===== src/shared/ahm_pkg.sv =====
package ahm_pkg;
  localparam int DATA_W = 32;
  localparam int ADDR_W = 32;
  localparam int MASTERS_MAX = 16;
  localparam int REQ_W = 4;
  localparam logic [1:0] TRANS_IDLE = 2'h0;
  localparam logic [1:0] TRANS_NONSEQ = 2'h2;
  localparam logic [1:0] RESP_OKAY = 2'h0;
  localparam logic [1:0] RESP_ERROR = 2'h1;
  localparam logic [1:0] RESP_RETRY = 2'h2;
  localparam logic [1:0] RESP_SPLIT = 2'h3;
  localparam logic [2:0] SIZE_BYTE = 3'h0;
  localparam logic [2:0] SIZE_HALF = 3'h1;
  localparam logic [2:0] SIZE_WORD = 3'h2;
  localparam logic [DATA_W-1:0] DATA_RST = 32'h0000_0000;
  localparam logic [ADDR_W-1:0] ADDR_RST = 32'h0000_0000;
  localparam logic [1:0] OFS_HI_HALF = 2'h2;
  localparam logic [1:0] OFS_B0 = 2'h0;
  localparam logic [1:0] OFS_B1 = 2'h1;
  localparam logic [1:0] OFS_B2 = 2'h2;
  localparam logic [1:0] OFS_B3 = 2'h3;
  localparam logic [1:0] OFS_MASK_HALF = 2'h2;
  localparam logic [3:0] LANE_NONE = 4'h0;
  localparam logic [3:0] LANE_ALL = 4'hF;
  localparam logic [3:0] LANE_LO16 = 4'h3;
  localparam logic [3:0] LANE_HI16 = 4'hC;
  localparam logic [3:0] LANE_B0 = 4'h1;
  localparam logic [3:0] LANE_B1 = 4'h2;
  localparam logic [3:0] LANE_B2 = 4'h4;
  localparam logic [3:0] LANE_B3 = 4'h8;
  localparam logic BIG_ENDIAN = 1'b0;

  typedef enum logic [3:0] {
    AHM_IDLE = 4'h1,
    AHM_REQ  = 4'h2,
    AHM_ADDR = 4'h4,
    AHM_DATA = 4'h8
  } ahm_state_t;

  // active byte lanes for a size/offset pair in the fixed endianness
  function automatic logic [3:0] ahm_lanes(input logic [2:0] size, input logic [1:0] ofs);
    logic [3:0] le;
    le = LANE_NONE;
    case (size)
      SIZE_WORD: le = LANE_ALL;
      SIZE_HALF: le = (ofs & OFS_MASK_HALF) == OFS_HI_HALF ? LANE_HI16 : LANE_LO16;
      SIZE_BYTE: begin
        case (ofs)
          OFS_B0: le = LANE_B0;
          OFS_B1: le = LANE_B1;
          OFS_B2: le = LANE_B2;
          default: le = LANE_B3;
        endcase
      end
      default: le = LANE_ALL;
    endcase
    // big endian mirrors the lane order within the word
    ahm_lanes = BIG_ENDIAN ? {le[0], le[1], le[2], le[3]} : le;
  endfunction : ahm_lanes
endpackage : ahm_pkg


===== src/shared/ahm_bus_if.sv =====
`timescale 1ns/10ps
`default_nettype none
interface ahm_bus_if;
  import ahm_pkg::*;
  logic busreq;
  logic lock;
  logic grant;
  logic [1:0] trans;
  logic [ADDR_W-1:0] addr;
  logic [2:0] size;
  logic write;
  logic [DATA_W-1:0] wdata;
  logic [DATA_W-1:0] rdata;
  logic ready;
  logic [1:0] resp;
  logic bus_clock_qualifier;

  modport master (
    output busreq, lock, trans, addr, size, write, wdata,
    input grant, rdata, ready, resp, bus_clock_qualifier
  );
  modport slave (
    input busreq, lock, trans, addr, size, write, wdata,
    output grant, rdata, ready, resp, bus_clock_qualifier
  );
endinterface : ahm_bus_if
`default_nettype wire


===== src/rtl/ahm_lane_extract.sv =====
`timescale 1ns/10ps
`default_nettype none
module ahm_lane_extract
  import ahm_pkg::*;
(
  input wire logic [DATA_W-1:0] bus_data_i,
  input wire logic [2:0] size_i,
  input wire logic [1:0] ofs_i,
  output logic [DATA_W-1:0] value_o
);
  logic [3:0] lanes;
  logic [DATA_W-1:0] shifted;
  always_comb begin
    lanes = ahm_lanes(size_i, ofs_i);
    shifted = bus_data_i;
    if (lanes == LANE_B1) shifted = {8'h00, bus_data_i[31:8]};
    else if (lanes == LANE_B2 || lanes == LANE_HI16) shifted = {16'h0000, bus_data_i[31:16]};
    else if (lanes == LANE_B3) shifted = {24'h000000, bus_data_i[31:24]};
    // only the active lanes reach the result; idle lanes may hold garbage
    value_o = shifted;
    if (size_i == SIZE_BYTE) value_o = {24'h000000, shifted[7:0]};
    else if (size_i == SIZE_HALF) value_o = {16'h0000, shifted[15:0]};
  end
endmodule : ahm_lane_extract
`default_nettype wire


===== src/rtl/ahm_master.sv =====
`timescale 1ns/10ps
`default_nettype none
module ahm_master
  import ahm_pkg::*;
(
  input wire logic mclk_i,
  input wire logic rstn_i,
  ahm_bus_if.master bus,
  input wire logic req_valid_i,
  input wire logic req_write_i,
  input wire logic req_lock_i,
  input wire logic [ADDR_W-1:0] req_addr_i,
  input wire logic [2:0] req_size_i,
  input wire logic [DATA_W-1:0] req_wdata_i,
  output logic req_ready_o,
  output logic done_o,
  output logic done_ok_o,
  output logic [1:0] done_resp_o,
  output logic [DATA_W-1:0] rdata_o
);
  ahm_state_t state_ff;
  logic busreq_ff, lock_ff, write_ff, req_ready_ff, done_ff, done_ok_ff;
  logic [1:0] trans_ff, resp_ff;
  logic [ADDR_W-1:0] addr_ff;
  logic [2:0] size_ff;
  logic [DATA_W-1:0] wdata_ff, rdata_ff, hold_wdata_ff;
  logic qual;
  logic [DATA_W-1:0] lane_value;
  logic granted;
  logic [DATA_W-1:0] rep_wdata;
  logic take_req, addr_start, addr_done, data_done;

  // qualifier gates this bus interface and req_ready_o; the done flags still update on every edge
  assign qual = bus.bus_clock_qualifier;
  assign granted = bus.grant && bus.ready;

  // progress decodes shared by the per-concern flops; each already carries the qualifier
  assign take_req = qual && (state_ff == AHM_IDLE) && req_valid_i;
  assign addr_start = qual && (state_ff == AHM_REQ) && granted;
  assign addr_done = qual && (state_ff == AHM_ADDR) && bus.ready;
  assign data_done = qual && (state_ff == AHM_DATA) && bus.ready;

  always_comb begin
    rep_wdata = req_wdata_i;
    if (req_size_i == SIZE_BYTE) rep_wdata = {4{req_wdata_i[7:0]}};
    else if (req_size_i == SIZE_HALF) rep_wdata = {2{req_wdata_i[15:0]}};
  end

  // endianness is a build-time package constant; nothing here can switch it
  ahm_lane_extract u_extract (
    .bus_data_i(bus.rdata),
    .size_i(size_ff),
    .ofs_i(addr_ff[1:0]),
    .value_o(lane_value)
  );

  // rising edge only, synchronous reset releases cleanly after an edge
  always_ff @(posedge mclk_i) begin
    if (!rstn_i) begin
      state_ff <= AHM_IDLE;
    end else if (qual) begin
      case (state_ff)
        AHM_IDLE: begin
          if (req_valid_i) begin
            state_ff <= AHM_REQ;
          end
        end
        AHM_REQ: begin
          if (granted) begin
            state_ff <= AHM_ADDR;
          end
        end
        AHM_ADDR: begin
          if (bus.ready) begin
            state_ff <= AHM_DATA;
          end
        end
        AHM_DATA: begin
          if (bus.ready) begin
            state_ff <= AHM_IDLE;
          end
        end
        default: begin
          state_ff <= AHM_IDLE;
        end
      endcase
    end
  end

  // dedicated request line, held from capture until the address is taken
  always_ff @(posedge mclk_i) begin
    if (!rstn_i) begin
      busreq_ff <= 1'b0;
    end else if (take_req) begin
      busreq_ff <= 1'b1;
    end else if (addr_done) begin
      busreq_ff <= 1'b0;
    end
  end

  // lock rises with the request, so it stands at least a cycle before the address
  always_ff @(posedge mclk_i) begin
    if (!rstn_i) begin
      lock_ff <= 1'b0;
    end else if (take_req) begin
      lock_ff <= req_lock_i;
    end else if (data_done) begin
      lock_ff <= 1'b0;
    end
  end

  // transfer type is nonsequential for exactly the accepted address phase
  always_ff @(posedge mclk_i) begin
    if (!rstn_i) begin
      trans_ff <= TRANS_IDLE;
    end else if (addr_start) begin
      trans_ff <= TRANS_NONSEQ;
    end else if (addr_done) begin
      trans_ff <= TRANS_IDLE;
    end
  end

  // address and control stand from capture to the end of the data phase
  always_ff @(posedge mclk_i) begin
    if (!rstn_i) begin
      addr_ff <= ADDR_RST;
      size_ff <= SIZE_WORD;
      write_ff <= 1'b0;
      hold_wdata_ff <= DATA_RST;
    end else if (take_req) begin
      addr_ff <= req_addr_i;
      size_ff <= req_size_i;
      write_ff <= req_write_i;
      hold_wdata_ff <= rep_wdata;
    end
  end

  // write data enters the bus with the data phase and is held through waits
  always_ff @(posedge mclk_i) begin
    if (!rstn_i) begin
      wdata_ff <= DATA_RST;
    end else if (addr_done) begin
      wdata_ff <= hold_wdata_ff;
    end
  end

  // ready for the user: while idle with nothing asked, and as a pulse at completion
  always_ff @(posedge mclk_i) begin
    if (!rstn_i) begin
      req_ready_ff <= 1'b0;
    end else if (qual) begin
      req_ready_ff <= data_done || (state_ff == AHM_IDLE && !req_valid_i);
    end
  end

  // non-okay answers are two cycles; the second has ready high
  always_ff @(posedge mclk_i) begin
    if (!rstn_i) begin
      done_ff <= 1'b0;
      done_ok_ff <= 1'b0;
      resp_ff <= RESP_OKAY;
    end else begin
      done_ff <= data_done;
      done_ok_ff <= data_done && (bus.resp == RESP_OKAY);
      if (data_done) begin
        resp_ff <= bus.resp;
      end
    end
  end

  // failed reads keep the last good value; the data bus is not trusted then
  always_ff @(posedge mclk_i) begin
    if (!rstn_i) begin
      rdata_ff <= DATA_RST;
    end else if (data_done && !write_ff && bus.resp == RESP_OKAY) begin
      rdata_ff <= lane_value;
    end
  end

  assign bus.busreq = busreq_ff;
  assign bus.lock = lock_ff;
  assign bus.trans = trans_ff;
  assign bus.addr = addr_ff;
  assign bus.size = size_ff;
  assign bus.write = write_ff;
  assign bus.wdata = wdata_ff;
  assign req_ready_o = req_ready_ff;
  assign done_o = done_ff;
  assign done_ok_o = done_ok_ff;
  assign done_resp_o = resp_ff;
  assign rdata_o = rdata_ff;
endmodule : ahm_master
`default_nettype wire


===== src/flat_wrapper.sv =====
// flat-port wrapper written by rule: the top's interface ports become plain ports
module ahm_master_flat import ahm_pkg::*;
  (mclk_i, rstn_i, req_valid_i, req_write_i, req_lock_i, req_addr_i, req_size_i, req_wdata_i, req_ready_o, done_o, done_ok_o, done_resp_o, rdata_o, bus_busreq, bus_lock, bus_trans, bus_addr, bus_size, bus_write, bus_wdata, bus_grant, bus_rdata, bus_ready, bus_resp, bus_bus_clock_qualifier);
  ahm_bus_if bus_i ();
  input wire logic mclk_i;
  input wire logic rstn_i;
  input wire logic req_valid_i;
  input wire logic req_write_i;
  input wire logic req_lock_i;
  input wire logic [ADDR_W-1:0] req_addr_i;
  input wire logic [2:0] req_size_i;
  input wire logic [DATA_W-1:0] req_wdata_i;
  output logic req_ready_o;
  output logic done_o;
  output logic done_ok_o;
  output logic [1:0] done_resp_o;
  output logic [DATA_W-1:0] rdata_o;
  output wire logic [$bits(bus_i.busreq)-1:0] bus_busreq;
  output wire logic [$bits(bus_i.lock)-1:0] bus_lock;
  output wire logic [$bits(bus_i.trans)-1:0] bus_trans;
  output wire logic [$bits(bus_i.addr)-1:0] bus_addr;
  output wire logic [$bits(bus_i.size)-1:0] bus_size;
  output wire logic [$bits(bus_i.write)-1:0] bus_write;
  output wire logic [$bits(bus_i.wdata)-1:0] bus_wdata;
  input wire logic [$bits(bus_i.grant)-1:0] bus_grant;
  input wire logic [$bits(bus_i.rdata)-1:0] bus_rdata;
  input wire logic [$bits(bus_i.ready)-1:0] bus_ready;
  input wire logic [$bits(bus_i.resp)-1:0] bus_resp;
  input wire logic [$bits(bus_i.bus_clock_qualifier)-1:0] bus_bus_clock_qualifier;
  assign bus_busreq = bus_i.busreq;
  assign bus_lock = bus_i.lock;
  assign bus_trans = bus_i.trans;
  assign bus_addr = bus_i.addr;
  assign bus_size = bus_i.size;
  assign bus_write = bus_i.write;
  assign bus_wdata = bus_i.wdata;
  assign bus_i.grant = bus_grant;
  assign bus_i.rdata = bus_rdata;
  assign bus_i.ready = bus_ready;
  assign bus_i.resp = bus_resp;
  assign bus_i.bus_clock_qualifier = bus_bus_clock_qualifier;
  ahm_master u_core (.mclk_i(mclk_i), .rstn_i(rstn_i), .bus(bus_i), .req_valid_i(req_valid_i), .req_write_i(req_write_i), .req_lock_i(req_lock_i), .req_addr_i(req_addr_i), .req_size_i(req_size_i), .req_wdata_i(req_wdata_i), .req_ready_o(req_ready_o), .done_o(done_o), .done_ok_o(done_ok_o), .done_resp_o(done_resp_o), .rdata_o(rdata_o));
endmodule

===== config.mk =====
export PLATFORM = sky130hd
export DESIGN_NAME = ahm_master_flat
export DESIGN_NICKNAME = d
export VERILOG_FILES = /design/src/shared/ahm_pkg.sv /design/src/shared/ahm_bus_if.sv /design/src/rtl/ahm_lane_extract.sv /design/src/rtl/ahm_master.sv /design/src/flat_wrapper.sv
export SDC_FILE = /design/constraint.sdc
export NUM_CORES = 1
export LEC_CHECK = 0
export BUFFER_PORTS_ARGS = -buffer_cell sky130_fd_sc_hd__buf_2
export CAP_MARGIN = 10
export CELL_PAD_IN_SITES_DETAIL_PLACEMENT = 0
export CELL_PAD_IN_SITES_GLOBAL_PLACEMENT = 1
export CORE_AREA = 2 2 143 131
export CTS_BUF_LIST = sky130_fd_sc_hd__clkbuf_4
export DETAILED_ROUTE_END_ITERATION = 8
export DIE_AREA = 0 0 145 133
export GPL_ROUTABILITY_DRIVEN = 0
export HOLD_SLACK_MARGIN = 0.1
export PLACE_DENSITY = 0.81
export SLEW_MARGIN = 20
export SYNTH_ARGS = -nofsm -noshare
export SYNTH_HDL_FRONTEND = slang
export SYNTH_HIERARCHICAL = 1
export SYNTH_SLANG_ARGS = --single-unit

===== constraint.sdc =====
create_clock -name mclk_i -period 2 [get_ports mclk_i]
set_clock_uncertainty 0.1 [all_clocks]
set_input_delay 0.4 -clock mclk_i [delete_from_list [all_inputs] [get_ports mclk_i]]
set_output_delay 0.4 -clock mclk_i [all_outputs]
set_load 0.02 [all_outputs]

==> impl_metrics.ini <==
[min_path]
hold_class = input port to flip-flop

[grt]
track_usage_pct = 21.0
grt_pass1_wl_mm = 32.8
grt_start_max_net_pins = 112
overflow = 0
first_global_vias = 6242
antenna_found_initial = 1

[synth]
synth_cell_type_count = 52
yosys_warnings = 6
syn-cell-area_sq_um = 6630
syn_avg_cell_area_sq_um = 8.41
seq_area_frac_synth_pct = 43.5
synth_flop_cell = dfxtp_1
synthCells = 788
synthArstFlopShare_pct = 0
synth_edf_count = 0
synth-seq-cells = 144
syn-num-nets = 897

[sta]
hold_ws_ns = 0.149
hold_viol_final = 0
finalSetupTns_ns = 0
max_slew.worst_pin.slew_ns = 0.583
rsz0062_at_grt = no
fin_crit_sh_pct = 90.7
maxSlewViolCount = 0
final-setup-viol-count = 0
max_freq_ghz = 0.551
max_slew_margin_pct = 61.1
fin_crit_ns = 1.81

[detailed_routing]
wl_met3_mm = 1.39
drtPass1Iterations = 5
ant_nets = 0
drc = 0
m1WireLength_mm = 9.39
drt_iter0_markers = 446
highest_layer = met4
routed-via-count = 6626
viasPerCell = 5.02
wl_per_cell_microns = 15.6
route.met2.wl_mm = 9.33
routed_wl_mm = 20.6

[critical_path]
end_kind = output port
cp.required_ns = 1.50
worstPathArrival_ns = 1.31
critPathLaunchType = flip-flop
path_class = flip-flop to output port
path_max_fanout = 7

[power]
clkPwrFrac_pct = 34.0
comb_power_share_pct = 16.4
p_int_uw = 4400
pwr-share-seq_pct = 49.6
powerDensity_nw_per_um2 = 665
switchingPower_uw = 1660
power.share.switching_pct = 27.4
static-leakage-power_uw = 0.00394
ir_worst_vdd_v = 0.000409

[run_status]
status = complete, no violations

[place]
placed_area_sq_um = 7930
port-buffer-count = 216
dp_hpwl_mm = 13.6

[cells_and_area]
final_area_sq_um = 9110
finalNetCount = 1172
drive_above_1_share_pct = 27.3
syn_to_final_growth_pct = 37.5
final_util_pct = 50.8

[die]
die_area_sq_um = 19300
core_sq_um = 17900
die_w_microns = 145
die_height_microns = 133
io_pins = 218
initial_utilization_pct = 37.0
rows = 47

[cts]
tritoncts = yes
path_clk_slew_ns = 0.12
cts_setup_buffers = 0
clk_latency_ns = 0.55
cts_buffers = 17
cts_root_buf = clkbuf_4
clockBufferDepth = 2
clock_sinks = 144
htree_levels = 4

[job]
max_cap_viol_count = 0
-- through the flow --
stage | cells | power [uW] | worst slack, ns
final | 1321 | 6060 | 0.186
after detailed placement | 1202 | 3920 | 0.207
after floorplan | 788 | 3590 | 0.302
after CTS | 1320 | 6120 | 0.0359
after global placement | 1202 | 3920 | 0.246
after global routing | 1321 | 6340 | 0.0858
-- cells by family after synthesis --
group / count (synthesis) / synth area share [%]
multiplexers: 88 / 13.4
XOR/XNOR: 1 / 0.132
AO/OA/AOI/OAI: 187 / 16.3
AND/OR/NAND/NOR: 280 / 20.4
buffers and inverters: 87 / 6.23
other: 1 / 0.0566
flip-flops: 144 / 43.5
-- Yosys cell counts, types with 5 or more instances --
cell	number	share of area [%]
nand2_1	149	8.4
dfxtp_1	144	43
mux2i_1	80	12
a21oi_1	70	5.3
o21ai_0	66	5.0
nand3_1	57	4.3
clkbuf_1	38	2.2
buf_2	29	2.2
and2_1	17	1.6
inv_1	11	0.62
a211oi_1	10	1.1
nor2_1	10	0.57
nor3_1	10	0.75
o22ai_1	9	0.85
a22o_1	8	1.1
a311oi_1	8	1.1
mux2_2	8	1.4
o31ai_1	8	0.91
nand3b_1	7	0.79
buf_6	5	0.85
-- worst max-delay path, stage by stage, from the launching register on --
cell	delay, ns
dfxtp_2	0.41
buf_4	0.19
buf_2	0.17
-- cell type report --
type | count | area (sq um)
clock buffer | 19 | 143
fill | 1734 | 8820
sequential | 144 | 2880
tap | 245 | 307
multi-input combinational | 557 | 3350
antenna | 1 | 2.50
timing repair buffer | 332 | 2220
clock inverter | 12 | 168
inverter | 11 | 41.3
-- power by group through the flow --
stage	combinational (uW)	clock (uW)	sequential, uW
6_report	994	2060	3010
3_3_place_gp	853	0	3070
5_1_grt	1080	2240	3020
4_1_cts	986	2130	3010
3_5_place_dp	853	0	3070
2_1_floorplan	484	0	3110
-- flip-flops by register name, indices dropped and copies added, names as in the netlist, 2 cells and up --
name and flops:
u_core/state_ff 4, u_core/done_resp_o 2, u_core/bus.size 3, u_core/bus.wdata 32, u_core/hold_wdata_ff 32, u_core/rdata_o 32, u_core/bus.addr 32
-- path summary, 6_finish.rpt --
check	slack [ns]	start	endpoint	cells past startpoint
setup / recovery	0.19	u_core/bus.size[0]	bus_size[0]	2
hold / removal	0.15	bus_rdata[9]	u_core/rdata_o[1]	5
hold reg to reg	0.35	u_core/hold_wdata_ff[23]	u_core/bus.wdata[23]	2
setup reg to reg	0.21	u_core/bus.addr[1]	u_core/rdata_o[3]	6
-- cell usage in the layout (no fill, tap or decap), types with 4 or more instances in the layout --
cell type | Yosys | routed
nor2_1 | 10 | 10
a22o_1 | 8 | 8
clkbuf_4 | 0 | 19
o21ai_0 | 66 | 66
o22ai_1 | 9 | 9
o31ai_1 | 8 | 8
buf_2 | 29 | 215
buf_4 | 3 | 26
dlygate4sd3_1 | 0 | 87
a21oi_1 | 70 | 70
a211oi_1 | 10 | 10
inv_1 | 11 | 10
mux2i_1 | 80 | 80
nand3b_1 | 7 | 7
nand2_1 | 149 | 149
a311oi_1 | 8 | 8
clkinv_1 | 0 | 4
nor3_1 | 10 | 10
and2_1 | 17 | 17
bufinv_16 | 0 | 4
buf_12 | 0 | 4
dfxtp_1 | 144 | 143
mux2_2 | 8 | 8
nand3_1 | 57 | 57
-- per-layer routing --
layer / vias up / track usage [%]
met5: - / 0
met4: 0 / 7.70
met1: 3035 / 28.2
met3: 41 / 5.86
li1: 3303 / -
met2: 247 / 32.2
-- timing repair --
action / 4_1_cts / 5_1_grt
hold endpoints to repair: 87 / 0
endpoints found under the setup margin: 0 / 1
resized for setup: 0 / 1
hold buffers: 87 / 0
Power figures use the tool's default switching activity.
